File: config.mk
export PLATFORM = sky130hd
export DESIGN_NAME = dmaic_device_flat
export DESIGN_NICKNAME = d
export VERILOG_FILES = /design/src/logic/dmaic_pkg.sv /design/src/logic/dmaic_if.sv /design/src/logic/dmaic_edge_det.sv /design/src/logic/dmaic_device.sv /design/src/flat_wrapper.sv
export SDC_FILE = /design/constraint.sdc
export NUM_CORES = 1
export LEC_CHECK = 0
export ABC_AREA = 1
export BUFFER_PORTS_ARGS = -buffer_cell sky130_fd_sc_hd__buf_2
export CAP_MARGIN = 20
export CORE_MARGIN = 10
export CORE_UTILIZATION = 65
export DETAILED_ROUTE_END_ITERATION = 7
export HOLD_SLACK_MARGIN = 0.1
export PLACE_DENSITY = 0.86
export SLEW_MARGIN = 0
export SYNTH_ARGS = -nofsm -noshare
export SYNTH_HDL_FRONTEND = slang
export SYNTH_SLANG_ARGS = --single-unit
export TNS_END_PERCENT = 10
File: constraint.sdc
create_clock -name clk_in -period 5.3 [get_ports clk_in]
set_clock_uncertainty 0.2 [all_clocks]
set_input_delay 1.06 -clock clk_in [delete_from_list [all_inputs] [get_ports clk_in]]
set_output_delay 1.06 -clock clk_in [all_outputs]
set_load 0.1 [all_outputs]
File: src/logic/dmaic_pkg.sv
// constants, types and register map shared by both ends of the dma control block
package dmaic_pkg;
  localparam int NCH = 6;
  localparam int DW  = 8;
  localparam int AW  = 4;
  // -----------------------------------------------------------------
  // device register indexes
  // -----------------------------------------------------------------
  localparam logic [AW-1:0] A_CTRL0 = 4'h0;
  localparam logic [AW-1:0] A_MODE  = 4'h6;
  localparam logic [AW-1:0] A_ROUTE = 4'h7;
  localparam logic [AW-1:0] A_MAR0  = 4'h8;
  localparam logic [AW-1:0] A_STAT  = 4'he;
  localparam logic [AW-1:0] A_IRQ   = 4'hf;
  // channel control fields
  localparam int B_IE = 0, B_XE = 1, B_ME = 2, B_SC = 3, B_INT = 4, B_EDGE = 5, B_BURST = 6;
  // mode fields
  localparam int M_SHARED = 0, M_FULL = 1, M_SAE = 2, M_TEE = 3, M_WBE = 4, M_STOP = 5;
  // route fields
  localparam int R_ONE = 0, R_FOUR = 1, R_THREE = 2, R_FIVE = 3, R_P0 = 4, R_P1 = 5;
  localparam logic [DW-1:0] CTRL_RST  = 8'h00;
  localparam logic [DW-1:0] MODE_RST  = 8'h01;
  localparam logic [DW-1:0] ROUTE_RST = 8'h00;
  // channel service order, highest first
  localparam int PRIO [NCH] = '{0, 1, 4, 2, 3, 5};
  // -----------------------------------------------------------------
  // host register addresses
  // -----------------------------------------------------------------
  localparam logic [AW:0] H_REFUSED = 5'h10;
  localparam logic [AW:0] H_IRQ     = 5'h11;
  localparam logic [AW:0] H_PASS    = 5'h12;
  localparam int F_RL6 = 0, F_RL7 = 1, F_RL12 = 2;
  typedef enum logic [2:0] {ENG_IDLE = 3'h1, ENG_ADDR = 3'h2, ENG_BUS = 3'h4} dmaic_eng_t;
  typedef enum logic [2:0] {DET_LOW = 3'h1, DET_XFER = 3'h2, DET_HIGH = 3'h4} dmaic_det_t;
endpackage : dmaic_pkg

File: src/logic/dmaic_if.sv
// register and event link between the host end and the dma control end
`timescale 1ns/10ps
interface dmaic_if;
  logic                          rd;
  logic                          wr;
  logic [dmaic_pkg::AW-1:0]      addr;
  logic [dmaic_pkg::DW-1:0]      wdata;
  logic [dmaic_pkg::DW-1:0]      rdata;
  logic [7:0]                    irq;
  logic [dmaic_pkg::NCH-1:0]     chan_en;
  logic                          ext_busy;
  logic [dmaic_pkg::NCH-1:0]     int_pass;
  modport dev  (input rd, wr, addr, wdata, output rdata, irq, chan_en, ext_busy, int_pass);
  modport host (output rd, wr, addr, wdata, input rdata, irq, chan_en, ext_busy, int_pass);
endinterface : dmaic_if

File: src/logic/dmaic_edge_det.sv
// per-channel request detector: low wait, transfer wait, high wait
`timescale 1ns/10ps
module dmaic_edge_det (
  input  wire logic clk_in,
  input  wire logic rst_n_in,
  input  wire logic ce_in,
  input  wire logic en_in,
  input  wire logic active_in,
  input  wire logic edge_mode_in,
  input  wire logic taken_in,
  output logic      req_out
);
  import dmaic_pkg::*;
  dmaic_det_t st;
  dmaic_det_t next_st;
  // -----------------------------------------------------------------
  // next state
  // -----------------------------------------------------------------
  always_comb begin
    next_st = st;
    case (st)
      DET_LOW:  if (active_in) next_st = DET_XFER;
      DET_XFER: if (taken_in) next_st = edge_mode_in ? DET_HIGH : DET_LOW;
      DET_HIGH: if (!active_in) next_st = DET_LOW;
      default:  next_st = DET_LOW;
    endcase
    if (!en_in) next_st = DET_LOW;
  end
  // state register
  always_ff @(posedge clk_in or negedge rst_n_in) begin
    if (!rst_n_in) st <= DET_LOW;
    else if (ce_in) st <= next_st;
  end
  assign req_out = st[1];   // transfer-wait bit of the one-hot code
endmodule : dmaic_edge_det

File: src/logic/dmaic_device.sv
// dma control end: registers, interrupt lines, request detection, cycle sequencing
`timescale 1ns/10ps
module dmaic_device #(
  parameter int MAR_W = 8
) (
  input  wire logic                      clk_in,
  input  wire logic                      rst_n_in,
  input  wire logic                      ce_in,
  dmaic_if.dev                           bus,
  input  wire logic [dmaic_pkg::NCH-1:0] req_n_in,
  input  wire logic [dmaic_pkg::NCH-1:0] int_src_in,
  input  wire logic                      nmi_in,
  input  wire logic                      cycle_end_in,
  input  wire logic                      wbuf_start_in,
  input  wire logic                      ext_busy_in,
  input  wire logic                      last_in,
  input  wire logic                      last_ext_in,
  input  wire logic                      ext_par_in,
  input  wire logic                      refresh_in,
  output logic                           bus_req_out,
  output logic                           addr_phase_out,
  output logic [2:0]                     chan_out,
  output logic [MAR_W-1:0]               mar_out,
  output logic [dmaic_pkg::NCH-1:0]      ack_n_out,
  output logic [1:0]                     end_n_out,
  output logic [dmaic_pkg::NCH-1:0]      src_clr_out
);
  import dmaic_pkg::*;
  if (MAR_W < 1 || MAR_W > DW) begin : g_chk
    $error("MAR_W must lie between 1 and the data width");
  end
  // -----------------------------------------------------------------
  // state
  // -----------------------------------------------------------------
  logic [DW-1:0]    ctrl [NCH];
  logic [DW-1:0]    mode;
  logic [DW-1:0]    route;
  logic [MAR_W-1:0] memory_address_reg [NCH];
  logic [NCH-1:0]   lock_xe, lock_me, req, en, taken, fin, transfer_finish_pin_lo;
  logic [NCH-1:0]   ie, xe, me, sc, isel, edm, bst;
  logic [7:0]       irq_next;
  logic [DW-1:0]    rd_next;
  dmaic_eng_t       st;
  logic             found;
  logic [2:0]       pick;
  // -----------------------------------------------------------------
  // decode
  // -----------------------------------------------------------------
  wire stop     = mode[M_STOP];
  wire run      = ce_in & ~stop;
  wire full     = mode[M_FULL];
  wire shared   = mode[M_SHARED];
  wire acc_ok   = run | (bus.addr == A_MODE);
  wire wr_ok    = bus.wr & acc_ok & ce_in;
  wire rd_ok    = bus.rd & acc_ok & ce_in;
  wire is_ctrl  = (bus.addr < A_MODE);
  wire is_mar   = (bus.addr >= A_MAR0) && (bus.addr < A_STAT);
  wire [2:0] ci = bus.addr[2:0];
  wire [2:0] mi = 3'(bus.addr - A_MAR0);
  wire st_addr  = (st == ENG_ADDR);
  wire st_bus   = (st == ENG_BUS);
  wire cyc_done = cycle_end_in | (mode[M_WBE] & wbuf_start_in);
  wire any_en   = |xe;
  wire stop_w   = bus.wdata[M_STOP] & ~any_en;
  wire [DW-1:0] ctrl_rd = ctrl[ci];
  // channel currently on the bus, one-hot
  wire [NCH-1:0] g_sel_ack = NCH'(st_bus) << chan_out;
  // -----------------------------------------------------------------
  // per-channel control, lock, address and detector
  // -----------------------------------------------------------------
  for (genvar c = 0; c < NCH; c++) begin : g_ch
    wire wr_c  = wr_ok & is_ctrl & (ci == 3'(c));
    wire rd_c  = rd_ok & is_ctrl & (ci == 3'(c));
    wire here  = (chan_out == 3'(c));
    wire hw_xe = st_bus & here & cyc_done & last_in;
    wire hw_me = nmi_in & full & bst[c] & me[c];
    wire xe_w  = bus.wdata[B_XE] & ~lock_xe[c];
    wire me_w  = bus.wdata[B_ME] & ~lock_me[c];
    wire [DW-1:0] next_ctrl_w = {bus.wdata[7:3], me_w, xe_w, bus.wdata[0]};
    logic [DW-1:0] next_ctrl;
    assign ie[c]   = ctrl[c][B_IE];
    assign xe[c]   = ctrl[c][B_XE];
    assign me[c]   = ctrl[c][B_ME];
    assign sc[c]   = ctrl[c][B_SC];
    assign isel[c] = ctrl[c][B_INT];
    assign edm[c]  = ctrl[c][B_EDGE];
    assign bst[c]  = ctrl[c][B_BURST];
    assign en[c]   = xe[c] & (me[c] | ~full);
    assign taken[c] = st_addr & here;
    assign fin[c]  = st_bus & here & cyc_done & last_in & (last_ext_in | ~ext_par_in);
    always_comb begin
      next_ctrl = wr_c ? next_ctrl_w : ctrl[c];
      if (hw_xe) next_ctrl[B_XE] = 1'b0;                     // completion ends the channel
      if (hw_me) next_ctrl[B_ME] = 1'b0;
    end
    // control register and clear-then-read locks
    always_ff @(posedge clk_in or negedge rst_n_in) begin
      if (!rst_n_in) begin
        ctrl[c]    <= CTRL_RST;
        lock_xe[c] <= 1'b0;
        lock_me[c] <= 1'b0;
      end else if (ce_in) begin
        ctrl[c]    <= run ? next_ctrl : ctrl[c];
        lock_xe[c] <= (xe[c] & ~next_ctrl[B_XE] & run) | (lock_xe[c] & ~(rd_c & ~xe[c]));
        lock_me[c] <= (me[c] & ~next_ctrl[B_ME] & run) | (lock_me[c] & ~(rd_c & ~me[c]));
      end
    end
    // memory address, stepped in the address phase ahead of the bus cycle
    always_ff @(posedge clk_in or negedge rst_n_in) begin
      if (!rst_n_in) memory_address_reg[c] <= '0;
      else if (run && wr_ok && is_mar && mi == 3'(c)) memory_address_reg[c] <= bus.wdata[MAR_W-1:0];
      else if (run && taken[c]) memory_address_reg[c] <= memory_address_reg[c] + 1'b1;
    end
    dmaic_edge_det dmaic_edge_det_inst (
      .clk_in       (clk_in),
      .rst_n_in     (rst_n_in),
      .ce_in        (run),
      .en_in        (en[c]),
      .active_in    (isel[c] ? int_src_in[c] : ~req_n_in[c]),
      .edge_mode_in (edm[c]),
      .taken_in     (taken[c]),
      .req_out      (req[c])
    );
  end
  // -----------------------------------------------------------------
  // interrupt lines, bit 0 ranks highest
  // -----------------------------------------------------------------
  wire [NCH-1:0] endc = ie & ~xe;
  wire [NCH-1:0] brk  = ie & ~me & {NCH{full}};
  assign irq_next = shared
    ? (full ? {4'h0, brk[5], endc[5], brk[4], endc[4]}
            : {4'h0, endc[3], endc[2], endc[1], endc[0]})
    : {brk[5], endc[5], endc[3], endc[2], brk[4], endc[4], endc[1], endc[0]};
  // -----------------------------------------------------------------
  // channel pick in service order
  // -----------------------------------------------------------------
  always_comb begin
    found = 1'b0;
    pick  = 3'h0;
    for (int i = NCH - 1; i >= 0; i--) begin
      if (req[PRIO[i]] && en[PRIO[i]]) begin
        found = 1'b1;
        pick  = 3'(PRIO[i]);
      end
    end
  end
  // cycle sequencer: idle, address phase, bus cycle
  always_ff @(posedge clk_in or negedge rst_n_in) begin
    if (!rst_n_in) begin
      st       <= ENG_IDLE;
      chan_out <= 3'h0;
      mar_out  <= '0;
    end else if (run) begin
      case (st)
        ENG_IDLE: if (found) begin
          st       <= ENG_ADDR;
          chan_out <= pick;
        end
        ENG_ADDR: begin
          st      <= ENG_BUS;
          mar_out <= memory_address_reg[chan_out];
        end
        ENG_BUS: if (cyc_done) st <= ENG_IDLE;
        default: st <= ENG_IDLE;
      endcase
    end
  end
  assign addr_phase_out = st[1];
  assign bus_req_out    = st[2];
  // -----------------------------------------------------------------
  // read data, mode and route registers
  // -----------------------------------------------------------------
  assign rd_next = is_ctrl ? ctrl_rd :
                   (bus.addr == A_MODE)  ? mode :
                   (bus.addr == A_ROUTE) ? route :
                   is_mar ? DW'(memory_address_reg[mi]) :
                   (bus.addr == A_STAT)  ? {2'h0, xe & {NCH{bus_req_out}}} : irq_next;
  always_ff @(posedge clk_in or negedge rst_n_in) begin
    if (!rst_n_in) begin
      mode   <= MODE_RST;
      route  <= ROUTE_RST;
      bus.rdata <= '0;
    end else if (ce_in) begin
      if (wr_ok && bus.addr == A_MODE) mode <= {bus.wdata[7:6], stop_w, bus.wdata[4:0]};
      if (wr_ok && run && bus.addr == A_ROUTE) route <= bus.wdata;
      bus.rdata <= rd_ok ? rd_next : '0;
    end
  end
  // -----------------------------------------------------------------
  // pins and link outputs; all but src_clr_out keep working during stop
  // -----------------------------------------------------------------
  wire pin_a = shared ? (route[R_FOUR] ? transfer_finish_pin_lo[4] : route[R_ONE] & transfer_finish_pin_lo[1])
                      : (route[R_P0] ? transfer_finish_pin_lo[4] : transfer_finish_pin_lo[0]);
  wire pin_b = shared ? (route[R_FIVE] ? transfer_finish_pin_lo[5] : route[R_THREE] & transfer_finish_pin_lo[3])
                      : (route[R_P1] ? transfer_finish_pin_lo[5] : transfer_finish_pin_lo[1]);
  always_ff @(posedge clk_in or negedge rst_n_in) begin
    if (!rst_n_in) begin
      transfer_finish_pin_lo      <= '0;
      ack_n_out    <= '1;
      end_n_out    <= 2'h3;
      src_clr_out  <= '0;
      bus.irq      <= '0;
      bus.chan_en  <= '0;
      bus.ext_busy <= 1'b0;
      bus.int_pass <= '0;
    end else if (ce_in) begin
      transfer_finish_pin_lo      <= fin | (transfer_finish_pin_lo & {NCH{refresh_in & last_ext_in}});
      end_n_out    <= ~({pin_b, pin_a} & {2{mode[M_TEE]}});
      ack_n_out    <= ~(g_sel_ack & {NCH{mode[M_SAE] & ~full}});
      src_clr_out  <= {NCH{run & st_bus & cyc_done}} & g_sel_ack & sc & isel & xe;
      bus.irq      <= irq_next;
      bus.chan_en  <= xe;
      bus.ext_busy <= ext_busy_in;
      bus.int_pass <= int_src_in & ~(xe & sc & isel);
    end
  end
endmodule : dmaic_device

File: src/flat_wrapper.sv
// flat-port wrapper written by rule: the top's interface ports become plain ports
module dmaic_device_flat import dmaic_pkg::*;
#(
  parameter int MAR_W = 8
)
  (clk_in, rst_n_in, ce_in, req_n_in, int_src_in, nmi_in, cycle_end_in, wbuf_start_in, ext_busy_in, last_in, last_ext_in, ext_par_in, refresh_in, bus_req_out, addr_phase_out, chan_out, mar_out, ack_n_out, end_n_out, src_clr_out, bus_rd, bus_wr, bus_addr, bus_wdata, bus_rdata, bus_irq, bus_chan_en, bus_ext_busy, bus_int_pass);
  dmaic_if bus_i ();
  input  wire logic clk_in;
  input  wire logic rst_n_in;
  input  wire logic ce_in;
  input  wire logic [dmaic_pkg::NCH-1:0] req_n_in;
  input  wire logic [dmaic_pkg::NCH-1:0] int_src_in;
  input  wire logic nmi_in;
  input  wire logic cycle_end_in;
  input  wire logic wbuf_start_in;
  input  wire logic ext_busy_in;
  input  wire logic last_in;
  input  wire logic last_ext_in;
  input  wire logic ext_par_in;
  input  wire logic refresh_in;
  output logic bus_req_out;
  output logic addr_phase_out;
  output logic [2:0] chan_out;
  output logic [MAR_W-1:0] mar_out;
  output logic [dmaic_pkg::NCH-1:0] ack_n_out;
  output logic [1:0] end_n_out;
  output logic [dmaic_pkg::NCH-1:0] src_clr_out;
  input wire logic [$bits(bus_i.rd)-1:0] bus_rd;
  input wire logic [$bits(bus_i.wr)-1:0] bus_wr;
  input wire logic [$bits(bus_i.addr)-1:0] bus_addr;
  input wire logic [$bits(bus_i.wdata)-1:0] bus_wdata;
  output wire logic [$bits(bus_i.rdata)-1:0] bus_rdata;
  output wire logic [$bits(bus_i.irq)-1:0] bus_irq;
  output wire logic [$bits(bus_i.chan_en)-1:0] bus_chan_en;
  output wire logic [$bits(bus_i.ext_busy)-1:0] bus_ext_busy;
  output wire logic [$bits(bus_i.int_pass)-1:0] bus_int_pass;
  assign bus_i.rd = bus_rd;
  assign bus_i.wr = bus_wr;
  assign bus_i.addr = bus_addr;
  assign bus_i.wdata = bus_wdata;
  assign bus_rdata = bus_i.rdata;
  assign bus_irq = bus_i.irq;
  assign bus_chan_en = bus_i.chan_en;
  assign bus_ext_busy = bus_i.ext_busy;
  assign bus_int_pass = bus_i.int_pass;
  dmaic_device #(.MAR_W(MAR_W)) u_core (.clk_in(clk_in), .rst_n_in(rst_n_in), .ce_in(ce_in), .bus(bus_i), .req_n_in(req_n_in), .int_src_in(int_src_in), .nmi_in(nmi_in), .cycle_end_in(cycle_end_in), .wbuf_start_in(wbuf_start_in), .ext_busy_in(ext_busy_in), .last_in(last_in), .last_ext_in(last_ext_in), .ext_par_in(ext_par_in), .refresh_in(refresh_in), .bus_req_out(bus_req_out), .addr_phase_out(addr_phase_out), .chan_out(chan_out), .mar_out(mar_out), .ack_n_out(ack_n_out), .end_n_out(end_n_out), .src_clr_out(src_clr_out));
endmodule
==> out/qor.csv <==
stage,metric,value,unit
global_route,grt.total_usage,33.8,%
drt,wire_per_inst,22.3,µm
timing,rsz0062_at_grt,false,
clock_network,cts_resized,0,
timing,finalSetupTns,0,ns
timing,finalCriticalPeriod,3.34,ns
logic_synthesis,synth-main-ff-cell,dfrtp_1,
timing,hold_viol,0,
hold_path,holdCritPathClass,reg2reg,
logic_synthesis,ys_seq_area_share,44.6,%
hold_path,hp-start,u_core.bus.irq[7],
floorplanning,die_w,153,µm
global_route,antenna_found_initial,0,
drt,drt-initial-drc-count,1597,
logic_synthesis,avgSynthCellArea,7.50,µm²
global_route,grt.overflow.total,0,
critical_path,start_kind,input port,
critical_path,worstRegToRegCells,8,
hold_path,min_to,u_core.bus.irq[7],
logic_synthesis,async_flop_share,100,%
place,io_buffer_count,92,
global_route,grt_pass1_wl,63600,µm
clock_network,cts_setup_buffers,0,
clock_network,clock_latency,0.52,ns
place,pre_cts_ws,1.61,ns
timing,fmax,299,MHz
logic_synthesis,synth_cells,1532,
critical_path,worstPathMaxFanout,27,
logic_synthesis,synth.distinct_cells,46,
layout,drive_gt1_share,13.6,%
timing,relSlewSlack,19.5,%
clock_network,cts_num_sinks,204,
critical_path,worstReg2RegEnd,u_core.memory_address_reg[19],
timing,timing.hold.ws,0.277,ns
power,powerDensity,389,nW/µm²
power,clockPowerShare,35.3,%
critical_path,cp.required,5.51,ns
critical_path,timing.rr.start,u_core.mode[5],
layout,syn_to_final_growth,11.7,%
clock_network,hold_buffers,0,
critical_path,rrSetupSlack,2.40,ns
floorplanning,rows,48,
clock_network,tritoncts,yes,
global_route,grt_max_degree,122,
layout,largest_register_ffs,48,
run_status,status,"finished, final reports clean",
place,gp_congestion,1.04,
drt,vias_per_cell,6.43,
drt,drt-total-wl,41100,µm
logic_synthesis,synth-edff-count,0,
timing,setup_viol,0,
drt,vias,11824,
floorplanning,die_h,153,µm
clock_network,cts_max_path_buffers,3,
floorplanning,pin_count,93,
job,cap_violations,0,
layout,nNetsFinal,1641,
layout,fin_area,12800,µm²
drt,drc,0,
timing,period_share,63.0,%
power,power_leakage,0.00625,µW
clock_network,h-tree-depth,1,
place,dp_hpwl,29000,µm
hold_path,min_path_cells,2,
power,pwr-share-seq,40.8,%
clock_network,clock-root-buffer,clkbuf_16,
power,combPwrFrac,23.9,%
floorplanning,start_util,66.4,%
power,power,4990,µW
global_route,first_global_vias,11287,
clock_network,clk_pin_slew_worst_paths,0.06,ns
logic_synthesis,ys_ff_latch,204,
floorplanning,core-area,17300,µm²
layout,diodes,0,
critical_path,crit_type,in2reg,
power,p_int,3210,µW
power,p_switching,1790,µW
logic_synthesis,syn_area,11500,µm²
drt,drtPass1Iterations,7,
critical_path,cp_data_arrival_time,3.55,ns
timing,finalMaxSlewViolations,0,
floorplanning,die_area,23400,µm²
layout,fillerInstances,1348,
logic_synthesis,syn_nets,1575,
clock_network,cts_buffers,21,
power,p_sw_share,35.8,%
timing,setup_slack,1.96,ns
power,peakVddDrop,0.000364,V
drt,ant_nets,0,
critical_path,cp-end-kind,flip-flop,
timing,tightestPinTransition,1.20,ns
logic_synthesis,yosys_warnings,0,
place,placedInstanceArea,12000,µm²
-- power by group through the flow --
stage	Combinational [µW]	Sequential, µW	Clock (µW)
final	1200	2040	1760
after global routing	1290	2060	1820
after CTS	1180	2020	1750
after detailed placement	1160	2040	0
after global placement	1140	2040	0
after floorplan	586	2270	0
-- worst max-delay path, cell delays in order --
cell and delay [ns]:
buf_2 0.47, inv_2 0.29, nor2_4 0.17, nand2_2 0.13
nand2_1 0.13, nand3_2 0.10, nor2_4 0.32, nand2_1 0.38
nand2_1 0.18, nand3_1 0.13, nand2_1 0.11, nand2_1 0.06
-- synthesized netlist by cell type (20+ instances only) --
cell type | n | area, µm²
clkbuf_1 | 23 | 86.3
nand2_1 | 422 | 1580
nand3_1 | 145 | 726
o21ai_1 | 36 | 180
inv_1 | 144 | 541
a21oi_1 | 63 | 315
nand4_1 | 20 | 125
o21ai_0 | 137 | 686
o221ai_1 | 32 | 280
o22ai_1 | 22 | 138
nor2_1 | 97 | 364
buf_2 | 21 | 105
dfrtp_1 | 188 | 4700
-- worst max-delay path by stage --
stage                startpoint                            to  cells after the start
finish              bus_addr[2]             u_core.lock_me[3]                     12
global route        bus_addr[2]             u_core.lock_me[5]                      8
CTS                 bus_addr[2]             u_core.lock_me[3]                     12
detailed placement  bus_addr[2]             u_core.lock_xe[4]                     12
global placement    bus_addr[2]             u_core.lock_xe[3]                     12
floorplan                 ce_in  u_core.memory_address_reg[6]                     11
-- cells in the final DEF, fill, tap and decap left out, drive strengths merged, types with 6 or more instances in the layout --
| cell | instances |
|---|---|
| nand3 | 149 |
| o221ai | 32 |
| a21oi | 66 |
| buf | 95 |
| bufinv | 7 |
| ha | 6 |
| a221oi | 8 |
| nor2 | 116 |
| o21ai | 173 |
| o211ai | 7 |
| xnor2 | 9 |
| dfstp | 16 |
| or2 | 14 |
| inv | 162 |
| clkbuf | 27 |
| nand4 | 20 |
| nor3 | 20 |
| o22ai | 22 |
| dfrtp | 188 |
| nand2 | 435 |
| xor2 | 17 |
-- logic make-up (layout without fill, tap and decap cells) --
logic type,after synthesis,count (layout),synth area share (%)
xor gates and xnor gates,26,26,1.98
DFF,204,204,44.6
AOI/OAI and AO/OA,325,325,16.4
and+or+nand+nor,756,756,28.7
buffers and inverters,215,296,7.64
adders and majority gates,6,6,0.654
-- metal layers --
layer	track usage (%)	wire length, µm	up-vias
met5	0	0	-
met4	15.9	2340	0
met3	9.43	5370	169
met2	50.6	17600	887
met1	44.6	15700	5515
li1	-	-	5253
-- metrics by stage --
stage / instances / util (%)
2_1_floorplan: 1532 / -
3_3_place_gp: 1800 / 69.5
3_5_place_dp: 1800 / 69.5
4_1_cts: 1838 / 74.2
5_1_grt: 1838 / 74.2
6_report: 1838 / 74.2
-- final cells by class --
class / count / area [µm²] / share of cell area (%)
clock inverter: 12 / 239 / 1.86
clock buffer: 26 / 574 / 4.48
inverter: 162 / 618 / 4.82
tap: 225 / 282 / 2.19
timing repair buffer: 96 / 512 / 3.99
sequential: 204 / 5120 / 39.9
multi-input combinational: 1113 / 5480 / 42.7
Note: power is estimated with default switching activity, not from simulation.
